[src/core/dpr_defines.vh]
// Offsets, fields, reset values and timing counts of the bank-state controller
`ifndef DPR_DEFINES_VH
`define DPR_DEFINES_VH
// ****************************************************************
// Register offsets
// ****************************************************************
`define DPR_REG_TIMING0   12'h000
`define DPR_REG_TIMING1   12'h004
`define DPR_REG_STATUS    12'h008
`define DPR_REG_REFCNT    12'h00c
// ****************************************************************
// Timing0 fields (clock counts)
// ****************************************************************
`define DPR_F_RAS_LSB     0
`define DPR_F_RTP_LSB     8
`define DPR_F_RP_LSB      16
`define DPR_F_WR_LSB      24
// ****************************************************************
// Timing1 fields
// ****************************************************************
`define DPR_F_AL_LSB      0
`define DPR_F_CL_LSB      8
`define DPR_F_BL8_BIT     16
`define DPR_F_FAST_BIT    17
// ****************************************************************
// Reset values
// ****************************************************************
`define DPR_RST_TIMING0   32'h03_04_02_09
`define DPR_RST_TIMING1   32'h0000_0303
// ****************************************************************
// Timing constants
// ****************************************************************
`define DPR_CLK_NS        50
`define DPR_TREFI_NS      7800
`define DPR_TREFI_CYC     (`DPR_TREFI_NS / `DPR_CLK_NS)
`define DPR_FREQ_WAIT     2
`define DPR_REF_LIMIT     16'h057c
`endif

[src/core/dpr_bank.v]
// One DRAM bank: open-row state and its precharge timers
`timescale 1ns/1ps
module dpr_bank #(
	parameter W = 8
) (
	input  wire         pclk,
	input  wire         presetn,
	input  wire         act,
	input  wire         rd,
	input  wire         wr,
	input  wire         ap,
	input  wire         pre,
	input  wire [W-1:0] t_ras,
	input  wire [W-1:0] t_rtp,
	input  wire [W-1:0] t_rp,
	input  wire [W-1:0] rd_ap_dly,
	input  wire [W-1:0] wr_ap_dly,
	output reg          open,
	output wire         precharging
);
	// ****************************************************************
	// Per-bank counters
	// ****************************************************************
	reg [W-1:0] ras_cnt;
	reg [W-1:0] rtp_cnt;
	reg [W-1:0] ap_cnt;
	reg [W-1:0] rp_cnt;
	reg         ap_pend;
	wire        ap_fire;

	// Hold-off until burst, tRAS and tRTP all done
	assign ap_fire = ap_pend && ap_cnt == {W{1'b0}} &&
		ras_cnt == {W{1'b0}} && rtp_cnt == {W{1'b0}};
	assign precharging = rp_cnt != {W{1'b0}};

	always @(posedge pclk or negedge presetn) begin
		if (!presetn) begin
			open    <= 1'b0;
			ras_cnt <= {W{1'b0}};
			rtp_cnt <= {W{1'b0}};
			ap_cnt  <= {W{1'b0}};
			rp_cnt  <= {W{1'b0}};
			ap_pend <= 1'b0;
		end else begin
			if (ras_cnt != {W{1'b0}})
				ras_cnt <= ras_cnt - 1'b1;
			if (rtp_cnt != {W{1'b0}})
				rtp_cnt <= rtp_cnt - 1'b1;
			if (ap_cnt != {W{1'b0}})
				ap_cnt <= ap_cnt - 1'b1;
			if (rp_cnt != {W{1'b0}})
				rp_cnt <= rp_cnt - 1'b1;
			if (act) begin
				open    <= 1'b1;
				ras_cnt <= t_ras;
			end
			if (rd) begin
				rtp_cnt <= t_rtp;
				if (ap) begin
					ap_pend <= 1'b1;
					ap_cnt  <= rd_ap_dly;
				end
			end
			if (wr && ap) begin
				ap_pend <= 1'b1;
				ap_cnt  <= wr_ap_dly;
			end
			// Latest precharge restarts tRP
			if (pre || ap_fire) begin
				open    <= 1'b0;
				ap_pend <= 1'b0;
				rp_cnt  <= t_rp;
			end
		end
	end
endmodule // dpr_bank

[src/core/dpr_ctrl.v]
// Bank-state, refresh and power-down control with an APB register file
//
// Implementation choices: the register offsets and the APB register port.
`timescale 1ns/1ps
`include "dpr_defines.vh"
module dpr_ctrl #(
	parameter NB = 4,
	parameter W  = 8
) (
	input  wire        pclk,
	input  wire        presetn,
	input  wire        psel,
	input  wire        penable,
	input  wire        pwrite,
	input  wire [11:0] paddr,
	input  wire [31:0] pwdata,
	output reg  [31:0] prdata,
	output reg         pready,
	output reg         pslverr,
	input  wire        cke,
	input  wire        cs_n,
	input  wire        ras_n,
	input  wire        cas_n,
	input  wire        we_n,
	input  wire        a10,
	input  wire [1:0]  ba,
	output reg  [3:0]  bank_open,
	output reg         self_refresh,
	output reg         power_down,
	output reg         active_pd,
	output reg         dll_on,
	output reg         freq_change_ok
);
	// ****************************************************************
	// States
	// ****************************************************************
	localparam [3:0] ST_RUN = 4'h1;
	localparam [3:0] ST_PD  = 4'h2;
	localparam [3:0] ST_SR  = 4'h4;
	localparam [3:0] ST_EX  = 4'h8;

	// ****************************************************************
	// Pin synchronisers
	// ****************************************************************
	reg  [6:0] pin_s1;
	reg  [6:0] pin_s2;
	reg        cke_prev;
	wire       s_cke;
	wire       s_cs_n;
	wire       s_ras_n;
	wire       s_cas_n;
	wire       s_we_n;
	wire       s_a10;
	wire [1:0] s_ba;

	always @(posedge pclk or negedge presetn) begin
		if (!presetn) begin
			pin_s1   <= 7'h7f;
			pin_s2   <= 7'h7f;
			cke_prev <= 1'b1;
		end else begin
			pin_s1   <= {cke, cs_n, ras_n, cas_n, we_n, a10, ba[1]};
			pin_s2   <= pin_s1;
			cke_prev <= s_cke;
		end
	end
	// Bank bit 0 has its own two-flop chain; ba[1] rides in pin_s1 and pin_s2
	reg ba0_s1;
	reg ba0_s2;
	always @(posedge pclk or negedge presetn) begin
		if (!presetn) begin
			ba0_s1 <= 1'b0;
			ba0_s2 <= 1'b0;
		end else begin
			ba0_s1 <= ba[0];
			ba0_s2 <= ba0_s1;
		end
	end
	assign s_cke   = pin_s2[6];
	assign s_cs_n  = pin_s2[5];
	assign s_ras_n = pin_s2[4];
	assign s_cas_n = pin_s2[3];
	assign s_we_n  = pin_s2[2];
	assign s_a10   = pin_s2[1];
	assign s_ba    = {pin_s2[0], ba0_s2};

	// ****************************************************************
	// Command decode
	// ****************************************************************
	wire sel     = !s_cs_n;
	wire nop     = s_cs_n || (s_ras_n && s_cas_n && s_we_n);
	wire both_hi = cke_prev && s_cke;
	wire c_act   = both_hi && sel && !s_ras_n && s_cas_n && s_we_n;
	wire c_pre   = both_hi && sel && !s_ras_n && s_cas_n && !s_we_n;
	wire c_rd    = both_hi && sel && s_ras_n && !s_cas_n && s_we_n;
	wire c_wr    = both_hi && sel && s_ras_n && !s_cas_n && !s_we_n;
	wire c_mrs   = both_hi && sel && !s_ras_n && !s_cas_n && !s_we_n;
	wire c_ref   = cke_prev && sel && !s_ras_n && !s_cas_n && s_we_n;

	// ****************************************************************
	// Registers
	// ****************************************************************
	reg  [31:0] timing0;
	reg  [31:0] timing1;
	reg  [31:0] ref_count;
	wire [W-1:0] t_ras = timing0[`DPR_F_RAS_LSB +: W];
	wire [W-1:0] t_rtp = timing0[`DPR_F_RTP_LSB +: W];
	wire [W-1:0] t_rp  = timing0[`DPR_F_RP_LSB +: W];
	wire [W-1:0] t_wr  = timing0[`DPR_F_WR_LSB +: W];
	wire [W-1:0] t_al  = timing1[`DPR_F_AL_LSB +: W];
	wire [W-1:0] t_cl  = timing1[`DPR_F_CL_LSB +: W];
	wire         bl8   = timing1[`DPR_F_BL8_BIT];
	wire         fast  = timing1[`DPR_F_FAST_BIT];
	wire [W-1:0] half_bl = bl8 ? 8'd4 : 8'd2;
	// Read AP edge: AL + BL/2; counter reaches zero one edge before it
	wire [W-1:0] rd_ap_dly = t_al + half_bl - 8'd1;
	// Write AP: WL + BL/2 + WR, WL = AL + CL - 1
	wire [W-1:0] wr_ap_dly = t_al + t_cl - 8'd1 + half_bl + t_wr - 8'd1;
	// Last prefetch at AL (BL4) or AL+2 (BL8), plus rtp hold
	wire [W-1:0] rtp_dly = t_al + (bl8 ? 8'd2 : 8'd0) +
		((t_rtp > 8'd2) ? t_rtp : 8'd2) - 8'd1;

	// ****************************************************************
	// Banks
	// ****************************************************************
	wire [NB-1:0] b_open;
	wire [NB-1:0] b_prech;
	reg  [NB-1:0] hit_vec;
	integer       i;

	// Bank select as a vector; the loop index is a plain integer
	always @* begin
		hit_vec = {NB{1'b0}};
		for (i = 0; i < NB; i = i + 1) begin
			if (s_ba == i[1:0])
				hit_vec[i] = 1'b1;
		end
	end

	genvar g;
	generate
		for (g = 0; g < NB; g = g + 1) begin : g_bank
			wire hit = hit_vec[g];
			dpr_bank #(.W(W)) u_bank (
				.pclk        (pclk),
				.presetn     (presetn),
				.act         (c_act && hit),
				.rd          (c_rd && hit),
				.wr          (c_wr && hit),
				.ap          (s_a10),
				.pre         (c_pre && (s_a10 || hit)),
				.t_ras       (t_ras),
				.t_rtp       (rtp_dly),
				.t_rp        (t_rp),
				.rd_ap_dly   (rd_ap_dly),
				.wr_ap_dly   (wr_ap_dly),
				.open        (b_open[g]),
				.precharging (b_prech[g])
			);
		end
	endgenerate
	wire all_idle = b_open == {NB{1'b0}};

	// ****************************************************************
	// Power state machine
	// ****************************************************************
	reg [3:0] state;
	reg [3:0] next_state;
	reg [1:0] low_cnt;
	reg       burst_busy;
	reg [W-1:0] burst_cnt;

	// Bursts forbid power-down; track a simple busy window
	always @(posedge pclk or negedge presetn) begin
		if (!presetn) begin
			burst_cnt  <= {W{1'b0}};
			burst_busy <= 1'b0;
		end else if (c_rd || c_wr || c_mrs) begin
			burst_cnt  <= wr_ap_dly;
			burst_busy <= 1'b1;
		end else if (burst_cnt != {W{1'b0}}) begin
			burst_cnt <= burst_cnt - 1'b1;
		end else begin
			burst_busy <= 1'b0;
		end
	end

	always @* begin
		next_state = state;
		case (state)
			ST_RUN: begin
				if (cke_prev && !s_cke && c_ref && all_idle)
					next_state = ST_SR;
				else if (cke_prev && !s_cke && nop && !burst_busy)
					next_state = ST_PD;
			end
			ST_PD: begin
				if (s_cke && nop)
					next_state = ST_EX;
			end
			ST_SR: begin
				if (s_cke)
					next_state = ST_EX;
			end
			ST_EX: next_state = ST_RUN;
			default: next_state = ST_RUN;
		endcase
	end

	always @(posedge pclk or negedge presetn) begin
		if (!presetn) begin
			state          <= ST_RUN;
			bank_open      <= 4'h0;
			self_refresh   <= 1'b0;
			power_down     <= 1'b0;
			active_pd      <= 1'b0;
			dll_on         <= 1'b1;
		end else begin
			state        <= next_state;
			bank_open    <= b_open[3:0];
			self_refresh <= next_state == ST_SR;
			power_down   <= next_state == ST_PD;
			if (state == ST_RUN && next_state == ST_PD)
				active_pd <= !all_idle;
			// DLL kept only in fast-exit active power-down
			if (next_state == ST_PD)
				dll_on <= !all_idle && fast;
			else if (next_state == ST_SR)
				dll_on <= 1'b0;
			else
				dll_on <= 1'b1;
		end
	end

	// ****************************************************************
	// Frequency-change gate
	// ****************************************************************
	// Flag only, the device cannot see the clock itself; drops on the
	// exit edge so it never overlaps the way out
	always @(posedge pclk or negedge presetn) begin
		if (!presetn) begin
			low_cnt        <= 2'h0;
			freq_change_ok <= 1'b0;
		end else begin
			if (next_state == ST_PD && !s_cke) begin
				if (low_cnt != 2'h3)
					low_cnt <= low_cnt + 2'h1;
			end else begin
				low_cnt <= 2'h0;
			end
			freq_change_ok <= state == ST_PD && next_state == ST_PD &&
				!active_pd && low_cnt >= `DPR_FREQ_WAIT;
		end
	end

	// ****************************************************************
	// Refresh overdue monitor
	// ****************************************************************
	// Self refresh keeps the age cleared; nine intervals allow for
	// refreshes posted ahead of a long power-down
	reg [15:0] ref_age;
	reg        ref_late;

	always @(posedge pclk or negedge presetn) begin
		if (!presetn) begin
			ref_age  <= 16'h0000;
			ref_late <= 1'b0;
		end else if (c_ref || state == ST_SR) begin
			ref_age  <= 16'h0000;
			ref_late <= 1'b0;
		end else if (ref_age != `DPR_REF_LIMIT) begin
			ref_age <= ref_age + 16'h0001;
		end else begin
			ref_late <= 1'b1;
		end
	end

	// ****************************************************************
	// Refresh counter and APB slave
	// ****************************************************************
	wire [31:0] status = {16'h0000, 4'h0, b_prech[3:0], 3'h0, ref_late,
		dll_on, active_pd, power_down, self_refresh};

	always @(posedge pclk or negedge presetn) begin
		if (!presetn) begin
			timing0   <= `DPR_RST_TIMING0;
			timing1   <= `DPR_RST_TIMING1;
			ref_count <= 32'h0000_0000;
			prdata    <= 32'h0000_0000;
			pready    <= 1'b0;
			pslverr   <= 1'b0;
		end else begin
			if (c_ref && s_cke)
				ref_count <= ref_count + 32'h0000_0001;
			pready  <= psel && !penable;
			pslverr <= 1'b0;
			if (psel && !penable) begin
				case (paddr)
					`DPR_REG_TIMING0: prdata <= timing0;
					`DPR_REG_TIMING1: prdata <= timing1;
					`DPR_REG_STATUS:  prdata <= status;
					`DPR_REG_REFCNT:  prdata <= ref_count;
					default: begin
						prdata  <= 32'h0000_0000;
						pslverr <= 1'b1;
					end
				endcase
			end
			if (psel && penable && pready && pwrite) begin
				case (paddr)
					`DPR_REG_TIMING0: timing0 <= pwdata;
					`DPR_REG_TIMING1: timing1 <= pwdata;
					default: ;
				endcase
			end
		end
	end
endmodule // dpr_ctrl

[config.mk]
export PLATFORM = sky130hd
export DESIGN_NAME = dpr_ctrl
export DESIGN_NICKNAME = d
export VERILOG_FILES = /design/src/core/dpr_bank.v /design/src/core/dpr_ctrl.v
export VERILOG_INCLUDE_DIRS = /design/src /design/src/core
export SDC_FILE = /design/constraint.sdc
export NUM_CORES = 1
export LEC_CHECK = 0
export BUFFER_PORTS_ARGS = -buffer_cell sky130_fd_sc_hd__buf_2
export CORE_MARGIN = 3
export CORE_UTILIZATION = 60
export DETAILED_ROUTE_END_ITERATION = 10
export GPL_TIMING_DRIVEN = 0
export MAX_ROUTING_LAYER = met4
export PLACE_DENSITY = 0.79
export SETUP_SLACK_MARGIN = 0.02
export SYNTH_ARGS = -nofsm -noshare
export SYNTH_HDL_FRONTEND = slang
export SYNTH_SLANG_ARGS = --single-unit
export TNS_END_PERCENT = 10
[constraint.sdc]
create_clock -name pclk -period 4.3 [get_ports pclk]
set_input_delay 0.215 -clock pclk [delete_from_list [all_inputs] [get_ports pclk]]
set_output_delay 0.215 -clock pclk [all_outputs]
set_load 0.01 [all_outputs]
== Word level (Yosys, flattened, before mapping) ==
Index checks and enable logic that the tools add are counted.

* Bits of input ports: 57
* Flip-flop bits (word level): 324
* Output and inout bits: 43

* Reductions and logical operators: 153
* Multiplexer cells: 88
* Add/subtract/negate cells: 30
* $lt $le $gt $ge: 2
* Eq/ne operators: 16

{| class="wikitable"
|+ Operator list
! kind !! number
|-
| two-way mux 8 bit || 43
|-
| subtractor 8 x 1 -> 8 bit (second input constant) || 21
|-
| nonzero test 8 bit || 17
|-
| case mux 32 bit (4 select lines) || 1
|-
| zero test 8 bit || 12
|-
| logical AND 1 bit || 67
|-
| nonzero test 2 bit || 18
|-
| two-way mux 1 bit || 33
|-
| adder 32 x 1 -> 32 bit (second input constant) || 1
|-
| two-way mux 16 bit || 2
|-
| adder 8 bit || 3
|-
| equality test 12 x 4 -> 1 bit (second input constant) || 2
|-
| nonzero test 3 bit || 8
|-
| adder 16 x 1 -> 16 bit (second input constant) || 1
|-
| adder 8 x 3 -> 8 bit || 2
|-
| two-way mux 4 bit || 4
|-
| != test 16 x 11 -> 1 bit (second input constant) || 1
|-
| equality test 12 x 3 -> 1 bit (second input constant) || 1
|-
| zero test 12 bit || 1
|-
| logical OR 1 bit || 12
|-
| case mux 4 bit (3 select lines) || 1
|-
| AND reduction 2 bit || 6
|-
| zero test 1 bit || 9
|-
| adder 8 x 2 -> 8 bit || 1
|-
| 15 further kinds || 22
|}

== Depth between registers and ports, before layout ==
* Depth in word-level cells: 13
* Mapped depth: 13
* Gate-level depth less buffers: 13

== Hierarchy ==
A second synthesis with hierarchy kept.

* Cells, all modules: 1783
* Area, all modules: 18183.7 um^2

{| class="wikitable"
|+ By module, submodules not included
! module !! area an instance (um^2) !! cells each !! instances !! seq. area each (um^2)
|-
| dpr_ctrl || 9625.5 || 871 || 1 || 4738.3
|-
| dpr_bank || 2139.6 || 228 || 4 || 850.8
|}

== Least setup slack after synthesis ==
No wires, ideal clock.

* Kind: register -> register
* Start: reg timing1[0]
* End: reg g_bank[1].u_bank.ap_cnt[6]
* Setup slack: 1059 ps
* Library setup time: 143 ps
* Clock period less this slack: 3241 ps
* Arrival: 3098 ps
* Stages on the path, launching flop included: 14
* Path through: dfstp_2 -> inv_1 -> fa_1 -> fa_1 -> inv_1 -> fa_1 -> ha_1 -> inv_1 -> fa_1 -> inv_1 -> a21o_1 -> a21oi_1 -> xor2_1 -> a22oi_1

* Cells in the longest elaborated chain, start to end: 6
* Elaborated cells on any way between the ends: 10
* Those cells by class: add/sub (7); mux (3)

{| class="wikitable"
|+ Ends and longest elaborated chain
! item !! RTL line !! source
|-
| start: declaration || dpr_ctrl.v:104 || <nowiki>reg [31:0] timing1;</nowiki>
|-
| start signal: assignment || dpr_ctrl.v:287 || <nowiki>timing1 <= `DPR_RST_TIMING1;</nowiki>
|-
| start signal: assignment || dpr_ctrl.v:312 || <nowiki>`DPR_REG_TIMING1: timing1 <= pwdata;</nowiki>
|-
| adder 8 bit || dpr_ctrl.v:118 || <nowiki>wire [W-1:0] wr_ap_dly = t_al + t_cl - 8'd1 + half_bl + t_wr - 8'd1;</nowiki>
|-
| subtractor 8 x 1 -> 8 bit || dpr_ctrl.v:118 ||
|-
| adder 8 x 3 -> 8 bit || dpr_ctrl.v:118 ||
|-
| adder 8 bit || dpr_ctrl.v:118 ||
|-
| subtractor 8 x 1 -> 8 bit || dpr_ctrl.v:118 ||
|-
| two-way mux 8 bit * || dpr_bank.v:64 || <nowiki>if (wr && ap) begin</nowiki>
|-
| end signal: assignment || dpr_bank.v:50 || <nowiki>ap_cnt <= ap_cnt - 1'b1;</nowiki>
|-
| end signal: assignment || dpr_bank.v:61 || <nowiki>ap_cnt <= rd_ap_dly;</nowiki>
|-
| end signal: assignment || dpr_bank.v:66 || <nowiki>ap_cnt <= wr_ap_dly;</nowiki>
|-
| end: declaration || dpr_bank.v:26 || <nowiki>reg [W-1:0] ap_cnt;</nowiki>
|}

Every way passes the cells marked *; elsewhere a longest branch is shown, timed or not.
A chain may end at the register's enable or synchronous reset.

== Final worst setup path ==
Same ends and word-level chain as after synthesis.

==> impl_table.tex <==
\begin{tabular}{lr}
\hline
Metric & Value \\
\hline
\multicolumn{2}{l}{\textbf{Finish}} \\
Most common cell after layout, fill and taps aside & sky130\_fd\_sc\_hd\_\_dfrtp\_1 \\
Fill cell instance count of the final layout & 2108 \\
Final Non-Filler Cells & 2398 \\
Fraction of final layout cells with drive strength greater than 1 & roughly an eighth \\
Leading cell types in the layout, fill and taps excluded & 297 x sky130\_fd\_sc\_hd\_\_dfrtp\_1, 187 x sky130\_fd\_sc\_hd\_\_nand2\_1, 132 x sky130\_fd\_sc\_hd\_\_nor2\_1, 113 x sky130\_fd\_sc\_hd\_\_inv\_1, 108 x sky130\_fd\_sc\_hd\_\_buf\_2 \\
Total Nets Final & 2113 \\
Post-synthesis to final-layout area growth & 15.1\% \\
Core utilization of the finished layout & 70.7\% \\
\multicolumn{2}{l}{\textbf{Synth}} \\
Dominant combinational cell family by area after synthesis & simple AND/OR/NAND/NOR gates \\
Async S/R FF share, synth & 100\% \\
Most used flip-flop cell after synthesis & sky130\_fd\_sc\_hd\_\_dfrtp\_1 \\
Post-synthesis share of cell area spent on and, or, nand and nor gates & 18.2\% \\
Number of enable flip-flop cells after synthesis & 0 \\
Number of distinct library cell variants in the gate-level netlist after synthesis & 78 \\
Mux cell area share after synthesis & 7.79\% \\
Mapped Cells & 1805 \\
Synthesized area per cell & 9.85 um2 \\
Sequential element share of the synthesized area & 45.8\% \\
Fraction of synthesized cell area in xor and xnor cells & 5.42\% \\
Yosys warning count & 0 \\
Post-synthesis register bit count & about 320 \\
Cell area after technology mapping & 17800 um2 \\
Net count of the mapped netlist & 1934 \\
Adder and majority cell fraction of the synthesized area & under 10\% \\
Compound-cell area share of the yosys netlist & a little over an eighth \\
\multicolumn{2}{l}{\textbf{CTS}} \\
CTS buffer count & 36 \\
Sink Count & 324 \\
Clock root cell & sky130\_fd\_sc\_hd\_\_clkbuf\_16 \\
CTS tree & done \\
Clock transition at the registers of the reported paths & roughly 0.06 ns \\
Maximum clock insertion buffer count & 3 \\
CTS HTree Levels & 2 \\
Clock Latency Late Sink & 0.54 ns \\
Number of resized instances in the post-cts repair step & 0 \\
\multicolumn{2}{l}{\textbf{Power}} \\
Peak VDD IR & 0.395 mV \\
Total power draw & approximately 0.011 W \\
Static Leakage & 9.13 nW \\
Power Density & 518 nW/um2 \\
\multicolumn{2}{l}{\textbf{Critical path}} \\
Reg-to-Reg Start & timing1[0] \\
Worst Path Required & 4.66 ns \\
Critical Path Start Type & register \\
Worst-path fanout max & 7 \\
Source of the critical timing path & timing1[0] \\
Setup slack, reg-to-reg & between 0.15 and 0.2 ns \\
Worst Setup End Kind & register \\
Crit path DAT & between 4 and 5 ns \\
Kind of critical path & reg -> reg \\
\multicolumn{2}{l}{\textbf{Route}} \\
Vias after detailed routing & 14900 \\
Via density per instance & 6.22 \\
Routed wire length & 49400 um \\
Post-detailed-route count of antenna-violating nets & 0 \\
Count of unresolved DRC violations after routing & 0 \\
Initial drt markers & about 1400 \\
Routed wirelength normalized by instance count & approximately 21 um \\
Drt first pass iters & 6 \\
\multicolumn{2}{l}{\textbf{Placement}} \\
Total of buffers placed on input and output ports & 98 \\
Half-perimeter wire length after placement & 34900 um \\
Routability congestion estimate from global placement & 0.948 \\
Pre-CTS worst setup slack & 0.322 ns \\
Placed Instances & 2289 \\
\multicolumn{2}{l}{\textbf{Timing}} \\
Worst clock skew & 0.0196 ns \\
Achievable Freq & 244 MHz \\
Pins Over Slew Limit & 0 \\
Finish-stage setup viols & 0 \\
Setup repair after global routing missed its margin & false \\
Summed negative setup slack over all endpoints & 0 ns \\
Post-route minimum period & slightly above 4 ns \\
Number of hold-slack violations in the final timing report & 0 \\
Final worst-path setup slack & a little under 0.2 ns \\
Max-slew headroom at the worst pin & 1.87\% \\
Period Utilization, post-route & 95.4\% \\
Worst-Margin Slew & 1.45 ns \\
\multicolumn{2}{l}{\textbf{Status}} \\
Result of the run & finished clean \\
\multicolumn{2}{l}{\textbf{Floorplanning}} \\
Core Region & 28900 um2 \\
DIE HEIGHT & 178 um \\
Starting utilization of the core area & just over 60\% \\
Horiz. Die Dim & approximately 180 um \\
FP Rows & 62 \\
Full die area & 31700 um2 \\
Ports & 100 \\
\multicolumn{2}{l}{\textbf{Run}} \\
Reported max-cap violation count & 0 \\
\multicolumn{2}{l}{\textbf{Global routing}} \\
Global-route wire length before repair & just under 80000 um \\
Via count of the first global-routing pass & around 15000 \\
Overall global routing resource usage & 32.1\% \\
Antenna violations before repair & 0 \\
Total global routing overflow & 0 \\
Largest net degree at the start of global routing & 119 \\
\multicolumn{2}{l}{\textbf{Worst hold path}} \\
Startpoint of the tightest hold check path & paddr[9] \\
Min-Delay Path Class & in -> reg \\
\hline
\end{tabular}
## flip-flops by register name, summed over array words and instances, names as in the netlist, 16 cells and up
signal                 cells
ref_count                 32
prdata                    32
timing0                   32
timing1                   32
g_bank.u_bank.rp_cnt      32
g_bank.u_bank.ras_cnt     32
g_bank.u_bank.rtp_cnt     32
ref_age                   16
g_bank.u_bank.ap_cnt      32
## power breakdown
part	switching, W	internal [W]	leakage (nW)	total (W)
combinational	0.00144	0.00142	4.48	0.00286
clock	0.00131	0.00191	0.600	0.00321
sequential	0.000746	0.00379	4.06	0.00454
## worst max-delay path, stage by stage, from the launching register on
cell and delay, ns:
sky130_fd_sc_hd__dfstp_2 0.65, sky130_fd_sc_hd__inv_1 0.16, sky130_fd_sc_hd__fa_1 0.44, sky130_fd_sc_hd__fa_1 0.36
sky130_fd_sc_hd__inv_1 0.08, sky130_fd_sc_hd__fa_1 0.41, sky130_fd_sc_hd__ha_1 0.24, sky130_fd_sc_hd__inv_1 0.07
sky130_fd_sc_hd__fa_1 0.19, sky130_fd_sc_hd__inv_1 0.05, sky130_fd_sc_hd__a21o_1 0.19, sky130_fd_sc_hd__a21oi_1 0.21
sky130_fd_sc_hd__xor2_1 0.66, sky130_fd_sc_hd__a22oi_1 0.21
## what timing repair did
action,CTS,global route
setup buffers,0,0
hold buffers,41,0
endpoints found under the hold margin,178,0
## final cells by class
| class | count | area, um2 | share of cell area (%) |
|---|---|---|---|
| multi-input combinational | 1295 | 8930 | 43.6 |
| sequential | 324 | 8140 | 39.8 |
| clock buffer | 49 | 1010 | 4.93 |
| timing repair buffer | 141 | 966 | 4.72 |
| tap | 384 | 480 | 2.35 |
| inverter | 116 | 435 | 2.13 |
| buffer | 70 | 288 | 1.41 |
| clock inverter | 16 | 215 | 1.05 |
| antenna | 3 | 7.51 | 0.0367 |
## cells by family after synthesis
| group | after synthesis |
|---|---|
| xor gates and xnor gates | 110 |
| buffers and inverters | 186 |
| adders and majority gates | 72 |
| muxes | 119 |
| AOI/OAI and AO/OA | 373 |
| DFF | 324 |
| and+or+nand+nor | 621 |
## cell usage after synthesis, types with 5 or more instances
cell type	number	area share, %
sky130_fd_sc_hd__nand2_1	187	3.9
sky130_fd_sc_hd__nand3_1	31	0.87
sky130_fd_sc_hd__o22ai_1	6	0.21
sky130_fd_sc_hd__and3_1	14	0.49
sky130_fd_sc_hd__nor4_4	5	0.60
sky130_fd_sc_hd__mux4_2	8	1.0
sky130_fd_sc_hd__o21ai_0	37	1.0
sky130_fd_sc_hd__a22oi_1	31	1.3
sky130_fd_sc_hd__a211oi_1	24	1.0
sky130_fd_sc_hd__nor2b_1	22	0.77
sky130_fd_sc_hd__o21a_1	7	0.30
sky130_fd_sc_hd__xor2_1	23	1.1
sky130_fd_sc_hd__nand2b_1	17	0.60
sky130_fd_sc_hd__dfrtp_1	297	42
sky130_fd_sc_hd__a21o_1	7	0.30
sky130_fd_sc_hd__nor4_1	23	0.81
sky130_fd_sc_hd__mux2i_1	36	2.0
sky130_fd_sc_hd__or4b_1	7	0.39
sky130_fd_sc_hd__or3_1	13	0.46
sky130_fd_sc_hd__mux2_1	43	2.7
sky130_fd_sc_hd__xnor2_1	87	4.3
sky130_fd_sc_hd__o21ai_1	68	1.9
sky130_fd_sc_hd__a21oi_1	95	2.7
sky130_fd_sc_hd__ha_1	61	4.3
sky130_fd_sc_hd__inv_1	113	2.4
sky130_fd_sc_hd__fa_1	11	1.2
sky130_fd_sc_hd__nor2_1	132	2.8
sky130_fd_sc_hd__nand4_1	20	0.70
sky130_fd_sc_hd__mux2_2	32	2.0
sky130_fd_sc_hd__o211ai_1	8	0.34
sky130_fd_sc_hd__or3b_1	10	0.49
sky130_fd_sc_hd__nor3b_1	15	0.63
sky130_fd_sc_hd__and4_1	8	0.39
sky130_fd_sc_hd__nor3_1	66	1.9
sky130_fd_sc_hd__or4_1	18	0.76
sky130_fd_sc_hd__o31ai_1	45	1.9
sky130_fd_sc_hd__clkbuf_1	53	1.1
sky130_fd_sc_hd__dfstp_2	27	4.0
sky130_fd_sc_hd__a31oi_1	13	0.46
sky130_fd_sc_hd__and2_1	10	0.35
sky130_fd_sc_hd__buf_2	11	0.31
## metal layers
layer	track usage, %	wire length [um]	vias up
li1	-	-	6798
met1	44.4	20900	7257
met2	48.7	22600	697
met3	5.21	4120	160
met4	10.9	1740	0
met5	-	0	-
## path summary, 6_finish.rpt
check	to	cells past startpoint
worst max register to register	g_bank[1].u_bank.ap_cnt[6]	13
min in group asynchronous	g_bank[3].u_bank.rtp_cnt[4]	2
max in group asynchronous	timing0[24]	4
worst min-delay path	prdata[2]	4
worst max-delay path	g_bank[1].u_bank.ap_cnt[6]	13
worst min register to register	pin_s2[2]	0
## stage by stage
stage / hold slack (ns) / instance area (um2)
after global routing: 0.0543 / 20500
after global placement: 0.320 / 18800
after floorplan: -0.0806 / 17800
final: 0.0354 / 20500
after CTS: 0.0262 / 20500
after detailed placement: 0.321 / 18800
No activity file was read; power rests on OpenSTA's default activity.
